**config.mk**
```make
export PLATFORM = sky130hd
export DESIGN_NAME = dpc_top
export DESIGN_NICKNAME = d
export VERILOG_FILES = /design/src/dpc_pkg.sv /design/src/dpc_top.sv
export VERILOG_INCLUDE_DIRS = /design/src
export SDC_FILE = /design/constraint.sdc
export NUM_CORES = 2
export LEC_CHECK = 0
export BUFFER_PORTS_ARGS = -buffer_cell sky130_fd_sc_hd__buf_2
export CAP_MARGIN = 20
export CORE_MARGIN = 2
export CORE_UTILIZATION = 40
export CTS_CLUSTER_DIAMETER = 150
export DETAILED_ROUTE_END_ITERATION = 16
export PLACE_DENSITY_LB_ADDON = 0.3
export SKIP_CTS_REPAIR_TIMING = 1
export SYNTH_ARGS = -nofsm -noshare
export SYNTH_HDL_FRONTEND = slang
export SYNTH_SLANG_ARGS = --single-unit
```
**constraint.sdc**
```tcl
create_clock -name sys_clk -period 10.91 [get_ports sys_clk]
set_input_delay 0.5455 -clock sys_clk [delete_from_list [all_inputs] [get_ports sys_clk]]
set_output_delay 0.5455 -clock sys_clk [all_outputs]
set_load 0.02 [all_outputs]
```
**src/dpc_map.svh**
```systemverilog
// Register map, field positions, reset values and timing counts
// for the playback control block. Included by the top and the bench.
//
// Summary of operation
// Mono bit sums left and right, halves, feeds both outputs.
// Frame-rate mode: set gives 272 clocks per sample, clear 256.
// De-emphasis 00 none; 01, 10, 11 select 32k, 44.1k, 48k.
// Fast clock bit runs the modulator above 64 times the rate.
// Invert bits flip channel polarity; left bit 1, right bit 0. Ignored while mono is set.
// New volumes wait for an update-bit write; both update together.
// Volume code 0 mutes, 1 is -71.625dB, 0.375dB per code.
// Volume codes reset to 1100_0000, which is 0dB.
// Frame clock generated when enabled and in master mode.
// Bit clocks per frame phase 8 to 2047; lower codes invalid.
// Divider codes 0..6 divide by 1,1.5,2,3,4,5.5,6; 7 reserved.
// Mute bit resets to 1; output muted until cleared.
// Channel enables reset to 0; channel runs only when enabled.
// On unmute, jump to volume or ramp up, per mute-mode bit.
`ifndef DPC_MAP_SVH
`define DPC_MAP_SVH

// ----------------------------------------------------------------
// Register offsets
// ----------------------------------------------------------------
`define DPC_OFS_CTRL      8'h30
`define DPC_OFS_VOL_L     8'h32
`define DPC_OFS_VOL_R     8'h33
`define DPC_OFS_FRAME     8'h35
`define DPC_OFS_CLK       8'h36
`define DPC_OFS_MUTE      8'h3a
`define DPC_OFS_MUTE_MODE 8'h3b
`define DPC_OFS_STATUS    8'h3f

// ----------------------------------------------------------------
// Field positions
// ----------------------------------------------------------------
`define DPC_BIT_MONO      13
`define DPC_BIT_RATE_MODE 12
`define DPC_BIT_DEEMPHASIS_SELECT_HI  5
`define DPC_BIT_DEEMPHASIS_SELECT_LO  4
`define DPC_BIT_FAST_MOD  3
`define DPC_BIT_INV_L     1
`define DPC_BIT_INV_R     0
`define DPC_BIT_CH_EN     15
`define DPC_BIT_VU        8
`define DPC_BIT_FCLK_EN   11
`define DPC_BIT_CLK_POL   4
`define DPC_BIT_MUTE      14
`define DPC_BIT_RAMP_SEL  14

// ----------------------------------------------------------------
// Reset values and limits
// ----------------------------------------------------------------
`define DPC_RST_VOL       8'hc0
`define DPC_RST_BCPS      11'h040
`define DPC_RST_MUTE      1'b1
`define DPC_MIN_BCPS      11'h008
`define DPC_VOL_0DB       9'h0c0

// ----------------------------------------------------------------
// Clocks per sample, in normal and USB frame-rate mode; FIFO depth
// ----------------------------------------------------------------
`define DPC_CPS_NORMAL    12'd256
`define DPC_CPS_USB       12'd272
`define DPC_FIFO_DEPTH    4

`endif

```
**src/dpc_pkg.sv**
```systemverilog
// Types shared by the playback control block.
// Uses no macros from dpc_map.svh.
package dpc_pkg;

  typedef logic signed [15:0] dpc_pcm_t;

  // One stereo sample
  typedef struct packed {
    dpc_pcm_t left;
    dpc_pcm_t right;
  } dpc_sample_s;

  // Settings handed to the analogue and filter stages
  typedef struct packed {
    logic       frame_rate_mode_select;
    logic [1:0] deemphasis_select;
    logic       modulator_fast_clock;
    logic       playback_clock_invert;
    logic [2:0] sample_rate_divider;
    logic       left_channel_enable;
    logic       right_channel_enable;
  } dpc_cfg_s;

endpackage : dpc_pkg

```
**src/dpc_top.sv**
```systemverilog
// Playback control: register bank, sample FIFO, volume/mute path,
// sample-rate tick and frame clock generator.
// Assumes one clock, register strobes and bit-clock ticks synchronous.
`timescale 1ns/1ps
`include "dpc_map.svh"

// ------------------------------------------------------------------
// Sample FIFO
// ------------------------------------------------------------------
module dpc_fifo #(
  parameter int WIDTH = 32,
  parameter int DEPTH = 4
) (
  input  wire logic             clk,      // Clock
  input  wire logic             rst_n,    // Sync reset, low
  input  wire logic             ce,       // Clock enable
  input  wire logic             s_valid,  // Write side valid
  output logic                  s_ready,  // Write side ready
  input  wire logic [WIDTH-1:0] s_data,   // Write data
  output logic                  m_valid,  // Read side valid
  input  wire logic             m_ready,  // Read side ready
  output logic [WIDTH-1:0]      m_data,   // Read data
  output logic [$clog2(DEPTH):0] level    // Words held
);
  localparam int AW = $clog2(DEPTH);

  logic [WIDTH-1:0] mem_q [DEPTH];
  logic [AW-1:0]    wp_q;
  logic [AW-1:0]    rp_q;
  logic [AW:0]      cnt_q;
  logic             push;
  logic             pop;

  // Honest full and empty
  assign s_ready = (cnt_q != AW'(0) + (AW+1)'(DEPTH));
  assign m_valid = (cnt_q != '0);
  assign push    = s_valid & s_ready;
  assign pop     = m_valid & m_ready;
  assign m_data  = mem_q[rp_q];
  assign level   = cnt_q;

  // Storage
  always_ff @(posedge clk) begin
    if (ce && push) begin
      mem_q[wp_q] <= s_data;
    end
  end

  // Pointers and count
  always_ff @(posedge clk) begin
    if (!rst_n) begin
      wp_q  <= '0;
      rp_q  <= '0;
      cnt_q <= '0;
    end else if (ce) begin
      if (push) wp_q <= wp_q + AW'(1);
      if (pop)  rp_q <= rp_q + AW'(1);
      cnt_q <= cnt_q + (AW+1)'(push) - (AW+1)'(pop);
    end
  end
endmodule : dpc_fifo

// ------------------------------------------------------------------
// Top
// ------------------------------------------------------------------
module dpc_top (
  input  wire logic               sys_clk,      // Core audio clock
  input  wire logic               rst_n,        // Sync reset, low
  input  wire logic               clk_en,       // Freezes state when low, except out_valid clears
  input  wire logic [7:0]         reg_addr,     // Register address
  input  wire logic [15:0]        reg_wdata,    // Write data
  input  wire logic               reg_wr,       // Write strobe
  input  wire logic               reg_rd,       // Read strobe
  output logic [15:0]             reg_rdata,    // Read data, next cycle
  input  wire logic               in_valid,     // Sample offered
  input  wire dpc_pkg::dpc_sample_s in_sample,  // Stereo sample in
  output logic                    in_ready,     // FIFO has room
  input  wire logic               master_mode,  // Interface is master
  input  wire logic               bit_clk_tick, // One bit clock period
  output logic                    out_valid,    // Sample pulse
  output dpc_pkg::dpc_sample_s    out_sample,   // Stereo sample out
  output dpc_pkg::dpc_cfg_s       cfg,          // Static settings
  output logic                    frame_clk_o,  // Frame clock drive
  output logic                    frame_clk_oe  // Frame clock enable
);
  import dpc_pkg::*;

  // ----------------------------------------------------------------
  // Register state
  // ----------------------------------------------------------------
  logic        mono_q;
  logic        rate_mode_q;
  logic [1:0]  deemphasis_select_q;
  logic        fast_mod_q;
  logic [1:0]  inv_q;          // [1] left, [0] right
  logic [1:0]  ch_en_q;        // [1] left, [0] right
  logic [7:0]  vol_pend_q [2]; // Index 1 left, 0 right
  logic [7:0]  vol_app_q  [2];
  logic        fclk_en_q;
  logic [10:0] bcps_q;
  logic        clk_pol_q;
  logic [2:0]  div_q;
  logic        mute_q;
  logic        ramp_sel_q;
  logic [1:0]  ramping;
  logic [2:0]  fifo_level;
  logic        wr_vl;
  logic        wr_vr;
  logic        vu_hit;

  assign wr_vl  = reg_wr && (reg_addr == `DPC_OFS_VOL_L);
  assign wr_vr  = reg_wr && (reg_addr == `DPC_OFS_VOL_R);
  // either update bit
  assign vu_hit = (wr_vl || wr_vr) && reg_wdata[`DPC_BIT_VU];

  // Control register writes
  always_ff @(posedge sys_clk) begin
    if (!rst_n) begin
      mono_q      <= 1'b0;
      rate_mode_q <= 1'b0;
      deemphasis_select_q     <= 2'h0;
      fast_mod_q  <= 1'b0;
      inv_q       <= 2'h0;
      fclk_en_q   <= 1'b0;
      bcps_q      <= `DPC_RST_BCPS;
      clk_pol_q   <= 1'b0;
      div_q       <= 3'h0;
      // muted at reset
      mute_q      <= `DPC_RST_MUTE;
      ramp_sel_q  <= 1'b0;
    end else if (clk_en && reg_wr) begin
      unique case (reg_addr)
        `DPC_OFS_CTRL: begin
          mono_q      <= reg_wdata[`DPC_BIT_MONO];
          rate_mode_q <= reg_wdata[`DPC_BIT_RATE_MODE];
          deemphasis_select_q     <= reg_wdata[`DPC_BIT_DEEMPHASIS_SELECT_HI:`DPC_BIT_DEEMPHASIS_SELECT_LO];
          fast_mod_q  <= reg_wdata[`DPC_BIT_FAST_MOD];
          inv_q       <= {reg_wdata[`DPC_BIT_INV_L],
                          reg_wdata[`DPC_BIT_INV_R]};
        end
        `DPC_OFS_FRAME: begin
          fclk_en_q <= reg_wdata[`DPC_BIT_FCLK_EN];
          bcps_q    <= reg_wdata[10:0];
        end
        `DPC_OFS_CLK: begin
          clk_pol_q <= reg_wdata[`DPC_BIT_CLK_POL];
          div_q     <= reg_wdata[2:0];
        end
        `DPC_OFS_MUTE:      mute_q     <= reg_wdata[`DPC_BIT_MUTE];
        `DPC_OFS_MUTE_MODE: ramp_sel_q <= reg_wdata[`DPC_BIT_RAMP_SEL];
        default: ;
      endcase
    end
  end

  // Channel enables and volumes, one slice per channel
  for (genvar c = 0; c < 2; c++) begin : g_vol_reg
    logic wr_me;
    assign wr_me = (c == 1) ? wr_vl : wr_vr;
    always_ff @(posedge sys_clk) begin
      if (!rst_n) begin
        // disabled at reset
        ch_en_q[c]    <= 1'b0;
        // reset to 0dB
        vol_pend_q[c] <= `DPC_RST_VOL;
        vol_app_q[c]  <= `DPC_RST_VOL;
      end else if (clk_en) begin
        if (wr_me) begin
          ch_en_q[c]    <= reg_wdata[`DPC_BIT_CH_EN];
          vol_pend_q[c] <= reg_wdata[7:0];
        end
        // both channels update together
        if (vu_hit) begin
          vol_app_q[c] <= wr_me ? reg_wdata[7:0] : vol_pend_q[c];
        end
      end
    end
  end

  // Read data, one cycle after the strobe; update bit reads zero
  always_ff @(posedge sys_clk) begin
    if (!rst_n) begin
      reg_rdata <= 16'h0000;
    end else if (clk_en) begin
      reg_rdata <= 16'h0000;
      if (reg_rd) begin
        unique case (reg_addr)
          `DPC_OFS_CTRL:
            reg_rdata <= {2'h0, mono_q, rate_mode_q, 6'h00, deemphasis_select_q,
                          fast_mod_q, 1'b0, inv_q};
          `DPC_OFS_VOL_L: reg_rdata <= {ch_en_q[1], 7'h00, vol_pend_q[1]};
          `DPC_OFS_VOL_R: reg_rdata <= {ch_en_q[0], 7'h00, vol_pend_q[0]};
          `DPC_OFS_FRAME: reg_rdata <= {4'h0, fclk_en_q, bcps_q};
          `DPC_OFS_CLK:   reg_rdata <= {11'h000, clk_pol_q, 1'b0, div_q};
          `DPC_OFS_MUTE:  reg_rdata <= {1'b0, mute_q, 14'h0000};
          `DPC_OFS_MUTE_MODE: reg_rdata <= {1'b0, ramp_sel_q, 14'h0000};
          `DPC_OFS_STATUS:
            reg_rdata <= {8'h00, frame_clk_o, fifo_level, 2'h0, ramping};
          default: reg_rdata <= 16'h0000;
        endcase
      end
    end
  end

  // ----------------------------------------------------------------
  // Sample-rate tick
  // ----------------------------------------------------------------
  logic [11:0] cps;
  logic [3:0]  halves;
  logic [14:0] period;
  logic [14:0] div_cnt_q;
  logic        sample_tick;

  // clocks per sample
  assign cps = rate_mode_q ? `DPC_CPS_USB : `DPC_CPS_NORMAL;

  // divider in half steps; reserved code acts as divide by one
  always_comb begin
    unique case (div_q)
      3'h0: halves = 4'h2;
      3'h1: halves = 4'h3;
      3'h2: halves = 4'h4;
      3'h3: halves = 4'h6;
      3'h4: halves = 4'h8;
      3'h5: halves = 4'hb;
      3'h6: halves = 4'hc;
      default: halves = 4'h2;
    endcase
  end
  assign period      = 15'((cps * halves) >> 1);
  assign sample_tick = (div_cnt_q >= period - 15'h0001);

  always_ff @(posedge sys_clk) begin
    if (!rst_n) begin
      div_cnt_q <= 15'h0000;
    end else if (clk_en) begin
      div_cnt_q <= sample_tick ? 15'h0000 : div_cnt_q + 15'h0001;
    end
  end

  // ----------------------------------------------------------------
  // FIFO: drained one word per sample tick
  // ----------------------------------------------------------------
  dpc_sample_s fifo_out;
  logic        fifo_valid;
  logic        take;

  assign take = sample_tick & fifo_valid;

  dpc_fifo #(
    .WIDTH ($bits(dpc_sample_s)),
    .DEPTH (`DPC_FIFO_DEPTH)
  ) u_fifo (
    .clk     (sys_clk),
    .rst_n   (rst_n),
    .ce      (clk_en),
    .s_valid (in_valid),
    .s_ready (in_ready),
    .s_data  (in_sample),
    .m_valid (fifo_valid),
    .m_ready (sample_tick),
    .m_data  (fifo_out),
    .level   (fifo_level)
  );

  // ----------------------------------------------------------------
  // Gain path
  // ----------------------------------------------------------------
  // Fractional 2^(k/16) in Q1.15
  function automatic logic [15:0] mant(input logic [3:0] k);
    unique case (k)
      4'h0: mant = 16'h8000;  4'h1: mant = 16'h85ab;
      4'h2: mant = 16'h8b96;  4'h3: mant = 16'h91c4;
      4'h4: mant = 16'h9838;  4'h5: mant = 16'h9ef5;
      4'h6: mant = 16'ha5ff;  4'h7: mant = 16'had58;
      4'h8: mant = 16'hb505;  4'h9: mant = 16'hbd09;
      4'ha: mant = 16'hc567;  4'hb: mant = 16'hce25;
      4'hc: mant = 16'hd745;  4'hd: mant = 16'he0cd;
      4'he: mant = 16'heac1;  default: mant = 16'hf525;
    endcase
  endfunction : mant

  logic       mute_d1_q;
  dpc_pcm_t   pre [2];
  logic [7:0] cur_q [2];
  logic       ramp_q [2];
  dpc_pcm_t   gained [2];
  logic signed [16:0] mono_sum;

  // polarity; R1 mono sum of uninverted samples, halved, overrides it
  assign mono_sum = 17'(fifo_out.left) + 17'(fifo_out.right);
  always_comb begin
    pre[1] = inv_q[1] ? dpc_pcm_t'(-fifo_out.left)  : fifo_out.left;
    pre[0] = inv_q[0] ? dpc_pcm_t'(-fifo_out.right) : fifo_out.right;
    if (mono_q) begin
      pre[1] = dpc_pcm_t'(mono_sum >>> 1);
      pre[0] = dpc_pcm_t'(mono_sum >>> 1);
    end
  end

  always_ff @(posedge sys_clk) begin
    if (!rst_n) mute_d1_q <= `DPC_RST_MUTE;
    else if (clk_en) mute_d1_q <= mute_q;
  end

  for (genvar c = 0; c < 2; c++) begin : g_chan
    logic signed [8:0]  e;
    logic signed [4:0]  sh;
    logic signed [32:0] prod;
    logic signed [32:0] scaled;
    logic [5:0]         rsh;

    // R7 0.375dB per code around 0dB at code 0xc0
    assign e      = $signed({1'b0, cur_q[c]}) - $signed(`DPC_VOL_0DB);
    assign sh     = 5'(e >>> 4);
    assign rsh    = 6'(5'sd15 - sh);
    assign prod   = pre[c] * $signed({1'b0, mant(e[3:0])});
    assign scaled = prod >>> rsh;

    // code zero mutes; saturate
    always_comb begin
      if (cur_q[c] == 8'h00) begin
        gained[c] = 16'sh0000;
      end else if (scaled > 33'sh7fff) begin
        gained[c] = 16'sh7fff;
      end else if (scaled < -33'sh8000) begin
        gained[c] = -16'sh8000;
      end else begin
        gained[c] = dpc_pcm_t'(scaled);
      end
    end

    // jump or ramp on unmute
    always_ff @(posedge sys_clk) begin
      if (!rst_n) begin
        cur_q[c]  <= 8'h00;
        ramp_q[c] <= 1'b0;
      end else if (clk_en) begin
        if (mute_q) begin
          cur_q[c]  <= 8'h00;
          ramp_q[c] <= 1'b0;
        end else if (mute_d1_q && ramp_sel_q) begin
          ramp_q[c] <= 1'b1;
        end else if (ramp_q[c]) begin
          if (cur_q[c] >= vol_app_q[c]) begin
            cur_q[c]  <= vol_app_q[c];
            ramp_q[c] <= 1'b0;
          end else if (sample_tick) begin
            cur_q[c] <= cur_q[c] + 8'h01;
          end
        end else begin
          cur_q[c] <= vol_app_q[c];
        end
      end
    end
    assign ramping[c] = ramp_q[c];
  end

  // disabled channel outputs zero
  always_ff @(posedge sys_clk) begin
    if (!rst_n) begin
      out_valid  <= 1'b0;
      out_sample <= '0;
    end else if (clk_en) begin
      out_valid <= take;
      if (take) begin
        out_sample.left  <= ch_en_q[1] ? gained[1] : 16'sh0000;
        out_sample.right <= ch_en_q[0] ? gained[0] : 16'sh0000;
      end
    end else begin
      out_valid <= 1'b0;
    end
  end

  // ----------------------------------------------------------------
  // Settings out; R3 and R4 pass to the filter and modulator
  // ----------------------------------------------------------------
  assign cfg.frame_rate_mode_select = rate_mode_q;
  assign cfg.deemphasis_select      = deemphasis_select_q;
  assign cfg.modulator_fast_clock   = fast_mod_q;
  assign cfg.playback_clock_invert  = clk_pol_q;
  assign cfg.sample_rate_divider    = div_q;
  assign cfg.left_channel_enable    = ch_en_q[1];
  assign cfg.right_channel_enable   = ch_en_q[0];

  // ----------------------------------------------------------------
  // Frame clock generator
  // ----------------------------------------------------------------
  logic [10:0] bc_cnt_q;
  logic [10:0] bc_lim;
  logic        fclk_q;
  logic        fclk_run;

  // master mode and enable
  assign fclk_run = fclk_en_q & master_mode;
  // codes below eight treated as eight
  assign bc_lim   = (bcps_q < `DPC_MIN_BCPS) ? `DPC_MIN_BCPS : bcps_q;

  always_ff @(posedge sys_clk) begin
    if (!rst_n) begin
      bc_cnt_q <= 11'h000;
      fclk_q   <= 1'b0;
    end else if (clk_en) begin
      if (!fclk_run) begin
        bc_cnt_q <= 11'h000;
        fclk_q   <= 1'b0;
      end else if (bit_clk_tick) begin
        if (bc_cnt_q >= bc_lim - 11'h001) begin
          bc_cnt_q <= 11'h000;
          fclk_q   <= ~fclk_q;
        end else begin
          bc_cnt_q <= bc_cnt_q + 11'h001;
        end
      end
    end
  end

  assign frame_clk_o  = fclk_q ^ clk_pol_q;
  assign frame_clk_oe = fclk_run;

endmodule : dpc_top

```
# == Word-level counts from Yosys, hierarchy flattened ==
# Memory sizes are Yosys's and may differ from the RTL's. A register that Yosys moved wholly into a read port is not among the register bits.
# Index checks and enable logic that the tools add are counted.
# totals
regBits,111
ramBits,178
mem_bits_ro,480
in_bits,64
out_inout_bits,62
n_memories,7
# classes
n_addsub,17
n_mul,3
n_lt_le_gt_ge,9
eq_ne,17
shift,2
n_mux,110
n_bitwise,23
n_reduce_logical,22
# memory_table
name,depth,width,rd,rd_clocked_by_memory_dff,write_ports,line_no,source
(name not given),16,15,1,0,0,dpc_top.sv:271,unique case (k)
(name not given),16,15,1,0,0,dpc_top.sv:271,
u_fifo.mem_q,4,32,1,1,1,dpc_top.sv:27,logic [WIDTH-1:0] mem_q [DEPTH];
cur_q,2,8,2,0,2,dpc_top.sv:285,logic [7:0] cur_q [2];
vol_app_q,2,8,2,0,2,dpc_top.sv:98,logic [7:0] vol_app_q [2];
vol_pend_q,2,8,2,0,2,dpc_top.sv:97,logic [7:0] vol_pend_q [2];
+1 memories,n/a,n/a,n/a,n/a,n/a,n/a,
# op_table
cell,n
16-bit 2-to-1 mux,11
16-bit one-hot mux with 8 select lines,1
8-bit 2-to-1 mux,14
1-bit 2-to-1 mux,74
33-bit by 16-bit > comparator with 1-bit output (second input constant),2
33-bit by 16-bit < comparator with 1-bit output (second input constant),2
16-bit by 17-bit multiplier with 33-bit output,2
33-bit by 6-bit >>> shifter with 33-bit output,2
8-bit by 6-bit equality test with 1-bit output (second input constant),8
11-bit 2-to-1 mux,4
32-bit 2-to-1 mux,1
16-bit negator,2
4-bit one-hot mux with 6 select lines,1
2-bit AND reduction,11
1-bit OR,18
8-bit by 8-bit subtractor with 9-bit output (second input constant),2
16-bit by 16-bit adder with 17-bit output,1
8-bit by 1-bit adder with 8-bit output (second input constant),2
8-bit greater-or-equal comparator,2
8-bit zero test,2
15-bit by 1-bit adder with 15-bit output (second input constant),1
15-bit greater-or-equal comparator,1
15-bit 2-to-1 mux,1
9-bit by 4-bit multiplier with 13-bit output,1
other kinds (24),37

# == Depth between registers and ports, before layout ==
# depth
word_depth,15
ltp_mapped,46

# == By module ==
# From an unflattened synthesis, not the netlist that was laid out.
# unflattened
cells_unflattened,4309
hier_area_um2,37738.7
# modules_own_cells
mod,instances,cells_each,area_per_inst_um2
dpc_top,1,4088,32613.8
dpc_fifo,1,221,5124.9

# == Worst setup path after synthesis ==
# OpenSTA, ideal clock, no wires.
# synth_path
path_kind,register -> register
from,register (tool-made name)
to,register out_sample[10] (netlist bit)
setup_time_ns,0.079
t_arrival_ns,10.996
slack_ns,-0.165
stages_incl_launch_ff,42
path_buffers,5
path_cell_list,dfxtp_1 -> buf_6 -> buf_6 -> buf_6 -> mux4_2 -> ha_1 -> o21a_1 -> or2_2 -> a31oi_1 -> o21bai_1 -> a21oi_1 -> xnor2_1 -> nor2_1 -> nor2_1 -> clkbuf_1 -> nand2_1 -> fa_1 -> inv_1 -> [6 not listed] -> inv_1 -> fa_1 -> inv_1 -> ha_1 -> nand4_1 -> or2_2 -> a211o_1 -> a311oi_1 -> nor2_1 -> a221oi_1 -> o21ai_0 -> o21ai_0 -> nand3_1 -> or4b_2 -> or4_1 -> a31o_2 -> buf_2 -> o211ai_1
# synth_rtl
element,line_no,source
end: declaration,dpc_top.sv:81,"output dpc_pkg::dpc_sample_s out_sample,"

==> results by stage <==
Status:
- The flow ran to the end, and the final reports show no timing, DRC or antenna violations.

Detailed routing:
- The final layout contains routed wiring with a total length of 109.8 mm.
- The post-detailed-route via-to-cell ratio is 5.464.
- The per-cell routed wire length is 19.02 um.
- For this run, the detailed router's first-pass iteration total came to 6.
- The via count is between 30000 and 40000.
- The number of design-rule violations left by the first detailed-router iteration is 2502.
- For this run, design rule violations remaining after detail routing come to 0.
- In this run the remaining antenna-violating nets after routing total 0.

Clock tree:
- The clock reaches the later pin of the worst-skew pair after 0.58 ns.
- The clock sink count is 291.
- The clock passes through at most 3 buffers.
- In this run, CTS created clock tree buffers numbering 34.
- TritonCTS built the clock tree.
- The H-tree depth is 2.
- The clock edge transition at the registers on the reported setup and hold paths is 0.06 ns.
- CTS placed an instance of sky130_fd_sc_hd__clkbuf_16 at the clock tree root.

Synth:
- The average instance area after synthesis is 8.724 um2.
- For this run, the register share of the synthesized area comes to 0.2042.
- During synthesis, Yosys emitted a total of 0 warnings.
- The netlist uses 91 different library cells.
- Counting flops and latches in the post-synthesis netlist gives 291.
- The cell count after synthesis is 4264.
- The area of the mapped netlist is 37200 um2.
- In the synthesized netlist the async set-or-reset flop fraction comes to 0.
- The most used flip-flop cell after synthesis is sky130_fd_sc_hd__edfxtp_1.
- Yosys mapped a number of flops with a built-in enable equal to between 150 and 200.

Layout:
- The layout has 8956 filler cells.
- In the final layout, flip-flops and latches occupy between 7000 and 8000 um2.
- The area added between synthesis and finish is 14.28%.
- The finished cells cover 42510 um2.
- For this run, the post-layout net count is 5270.
- The combined area of the multi-input logic cells is 27260 um2.
- Of the cells placed in the final design, the portion with a size suffix greater than 1 is 0.1556.

Timing:
- The worst hold margin is 0.1846 ns.
- Dividing the final minimum period by the clock period gives 0.9641.
- Based on the critical path, the design can be clocked at up to 0.09507 GHz.
- The number of max-slew violations in the final report is 0.
- The post-route setup TNS is 0 ns.
- The relative slew slack is 0.2881.
- The clock skew after layout is around 0.033 ns.
- Setup violations remaining at the end of the flow were counted as 0.
- The measured slew at the worst slew-check pin is about 1.1 ns.
- The final number of hold-violating endpoints was 0.
- Counting I/O delays and the setup requirement, the final critical path takes about 11 ns.

Critical path:
- Along the worst path, the maximum fanout reaches 15.
- STA classifies the critical path endpoint as a flip-flop.
- The stage delay of the slowest cell on the critical path is 0.58 ns.
- The category of the worst setup path launch point is a flip-flop.
- STA puts the critical path data required time at between 10 and 15 ns.
- Data on the critical path arrives at its endpoint at 10.95 ns.
- The worst setup path is of the flip-flop to flip-flop kind.
- The cell at the slowest stage of the critical path is sky130_fd_sc_hd__fa_1.

Global routing:
- The number of antenna violations at the first check in global routing came to 5.
- The pin count of the biggest net entering global routing is 48.
- The number of global-route vias before repair is about 31000.
- The first global-routing pass estimated about 180 mm of wire.
- For this run, the total global-route usage over all layers was measured as 0.2311.
- The global-route congestion overflow total is 0.

Floorplanning:
- The area of the die is 95460 um2.
- The overall die height is just over 300 um.
- The starting density of the core is 0.4046.
- Measured along the x axis, the die boundary spans 309.0 um.
- During I/O placement, the number of pins put on the boundary was 126.
- The core region area is just over 90000 um2.
- The placement row count is around 110.

Hold path:
- The tightest min-delay check is of the input pin to flip-flop type.

Place:
- The total placed instance area is 40630 um2.
- The routability congestion estimate is 0.9328.
- The estimated wirelength of the detail-placed design is 87.54 mm.
- During placement, the flow inserted port buffers numbering ~130.

Flow run:
- The count of maximum capacitance violations is 0.
Yosys cell counts, types with 33 or more instances:
master	n	area share
sky130_fd_sc_hd__and3_1	35	0.0059
sky130_fd_sc_hd__nand3_1	57	0.0077
sky130_fd_sc_hd__ha_1	314	0.11
sky130_fd_sc_hd__a21o_1	45	0.0091
sky130_fd_sc_hd__mux2_2	33	0.010
sky130_fd_sc_hd__nor3_1	55	0.0074
sky130_fd_sc_hd__mux2i_1	84	0.023
sky130_fd_sc_hd__clkbuf_1	167	0.017
sky130_fd_sc_hd__fa_1	392	0.21
sky130_fd_sc_hd__inv_1	547	0.055
sky130_fd_sc_hd__and2_1	41	0.0069
sky130_fd_sc_hd__o21ai_0	149	0.020
sky130_fd_sc_hd__edfxtp_1	177	0.14
sky130_fd_sc_hd__xnor2_1	95	0.022
sky130_fd_sc_hd__mux4_2	46	0.028
sky130_fd_sc_hd__nand2_1	608	0.061
sky130_fd_sc_hd__o211ai_1	43	0.0087
sky130_fd_sc_hd__nor2_1	442	0.045
sky130_fd_sc_hd__xor2_1	57	0.013
sky130_fd_sc_hd__dfxtp_1	114	0.061
sky130_fd_sc_hd__a21oi_1	198	0.027
critical path, delay by kind of cell, from the launching register on:
kind / cells / cell delay (ns)
adder cells (fa/ha/maj): 8 / 3.71
multiplexers: 1 / 0.57
XOR/XNOR: 1 / 0.14
AO/OA/AOI/OAI: 18 / 3.11
buffers and inverters: 10 / 1.54
flip-flops: 1 / 0.39
AND/OR/NAND/NOR: 6 / 0.90
path summary, 6_finish.rpt:
check        cells after the start                             to                       start  slack (ns)
max reg2reg                     44    out_sample[26]$_SDFFE_PN0P_                   flip-flop        0.39
min reg2reg                      2     reg_rdata[10]$_SDFFE_PN0P_  reg_rdata[10]$_SDFFE_PN0P_        0.46
max                             44    out_sample[26]$_SDFFE_PN0P_                   flip-flop        0.39
min                              1  u_fifo.mem_q[0][28]$_DFFE_PP_               in_sample[28]        0.18
metal layers:
layer	track usage	vias up	share of wire
met4	0.07327	6	0.032
met3	0.03802	174	0.069
li1	-	14860	-
met1	0.3214	15440	0.45
met5	0	-	0.00031
met2	0.3675	1069	0.45
sequential cells by signal (all words and copies together), names as in the netlist, 3 cells and up, named ones only:
signal	count
vol_app_q	16
div_q	3
u_fifo.level	3
cur_q	16
reg_rdata	16
bc_cnt_q	11
div_cnt_q	15
vol_pend_q	16
u_fifo.mem_q	128
out_sample	32
bcps_q	11
final cells by class:
cell class	instances	area share
Clock buffer	47	0.02213
Tap cell	1243	0.03658
Antenna cell	4	0.0002355
Clock inverter	14	0.002914
Inverter	562	0.04962
Multi-Input combinational cell	3203	0.6413
Sequential cell	291	0.1788
Timing Repair Buffer	408	0.06837
kinds of logic after synthesis:
| family | share of synthesized area |
|---|---|
| mux | 0.06044 |
| flops | 0.2042 |
| simple gates | 0.1648 |
| compound gates | 0.1375 |
| other cells | 0.0001008 |
| xor+xnor | 0.03639 |
| fa+ha+maj | 0.3166 |
| buf+inv | 0.07998 |
metrics by stage:
step                worst slack, ns  instances    util
global route               -0.09513       5768  0.4623
detailed placement         -0.06052       5685  0.4419
floorplan                   0.01381       4267       -
global placement            0.07552       5685  0.4419
CTS                        -0.06270       5746  0.4535
finish                       0.3911       5772  0.4624
cell usage in the layout, fill, tap and decap left out, types with 31 or more instances in the layout:
cell type and n:
sky130_fd_sc_hd__xnor2_1 88, sky130_fd_sc_hd__nand3_1 55, sky130_fd_sc_hd__clkbuf_16 36, sky130_fd_sc_hd__fa_1 391
sky130_fd_sc_hd__xor2_1 56, sky130_fd_sc_hd__a21o_1 45, sky130_fd_sc_hd__o21ai_0 136, sky130_fd_sc_hd__a21oi_1 181
sky130_fd_sc_hd__buf_2 125, sky130_fd_sc_hd__nand4_1 31, sky130_fd_sc_hd__nor3_1 54, sky130_fd_sc_hd__and3_1 35
sky130_fd_sc_hd__mux2_2 33, sky130_fd_sc_hd__ha_1 305, sky130_fd_sc_hd__mux2i_1 82, sky130_fd_sc_hd__mux4_2 46
sky130_fd_sc_hd__dfxtp_1 113, sky130_fd_sc_hd__nand2_1 605, sky130_fd_sc_hd__inv_1 544, sky130_fd_sc_hd__and2_1 40
sky130_fd_sc_hd__nor2_1 426, sky130_fd_sc_hd__buf_4 267, sky130_fd_sc_hd__edfxtp_1 177, sky130_fd_sc_hd__o211ai_1 43
Power is not shown: default switching activity piles up to over one toggle a cycle in this logic, so the estimate is an artifact.
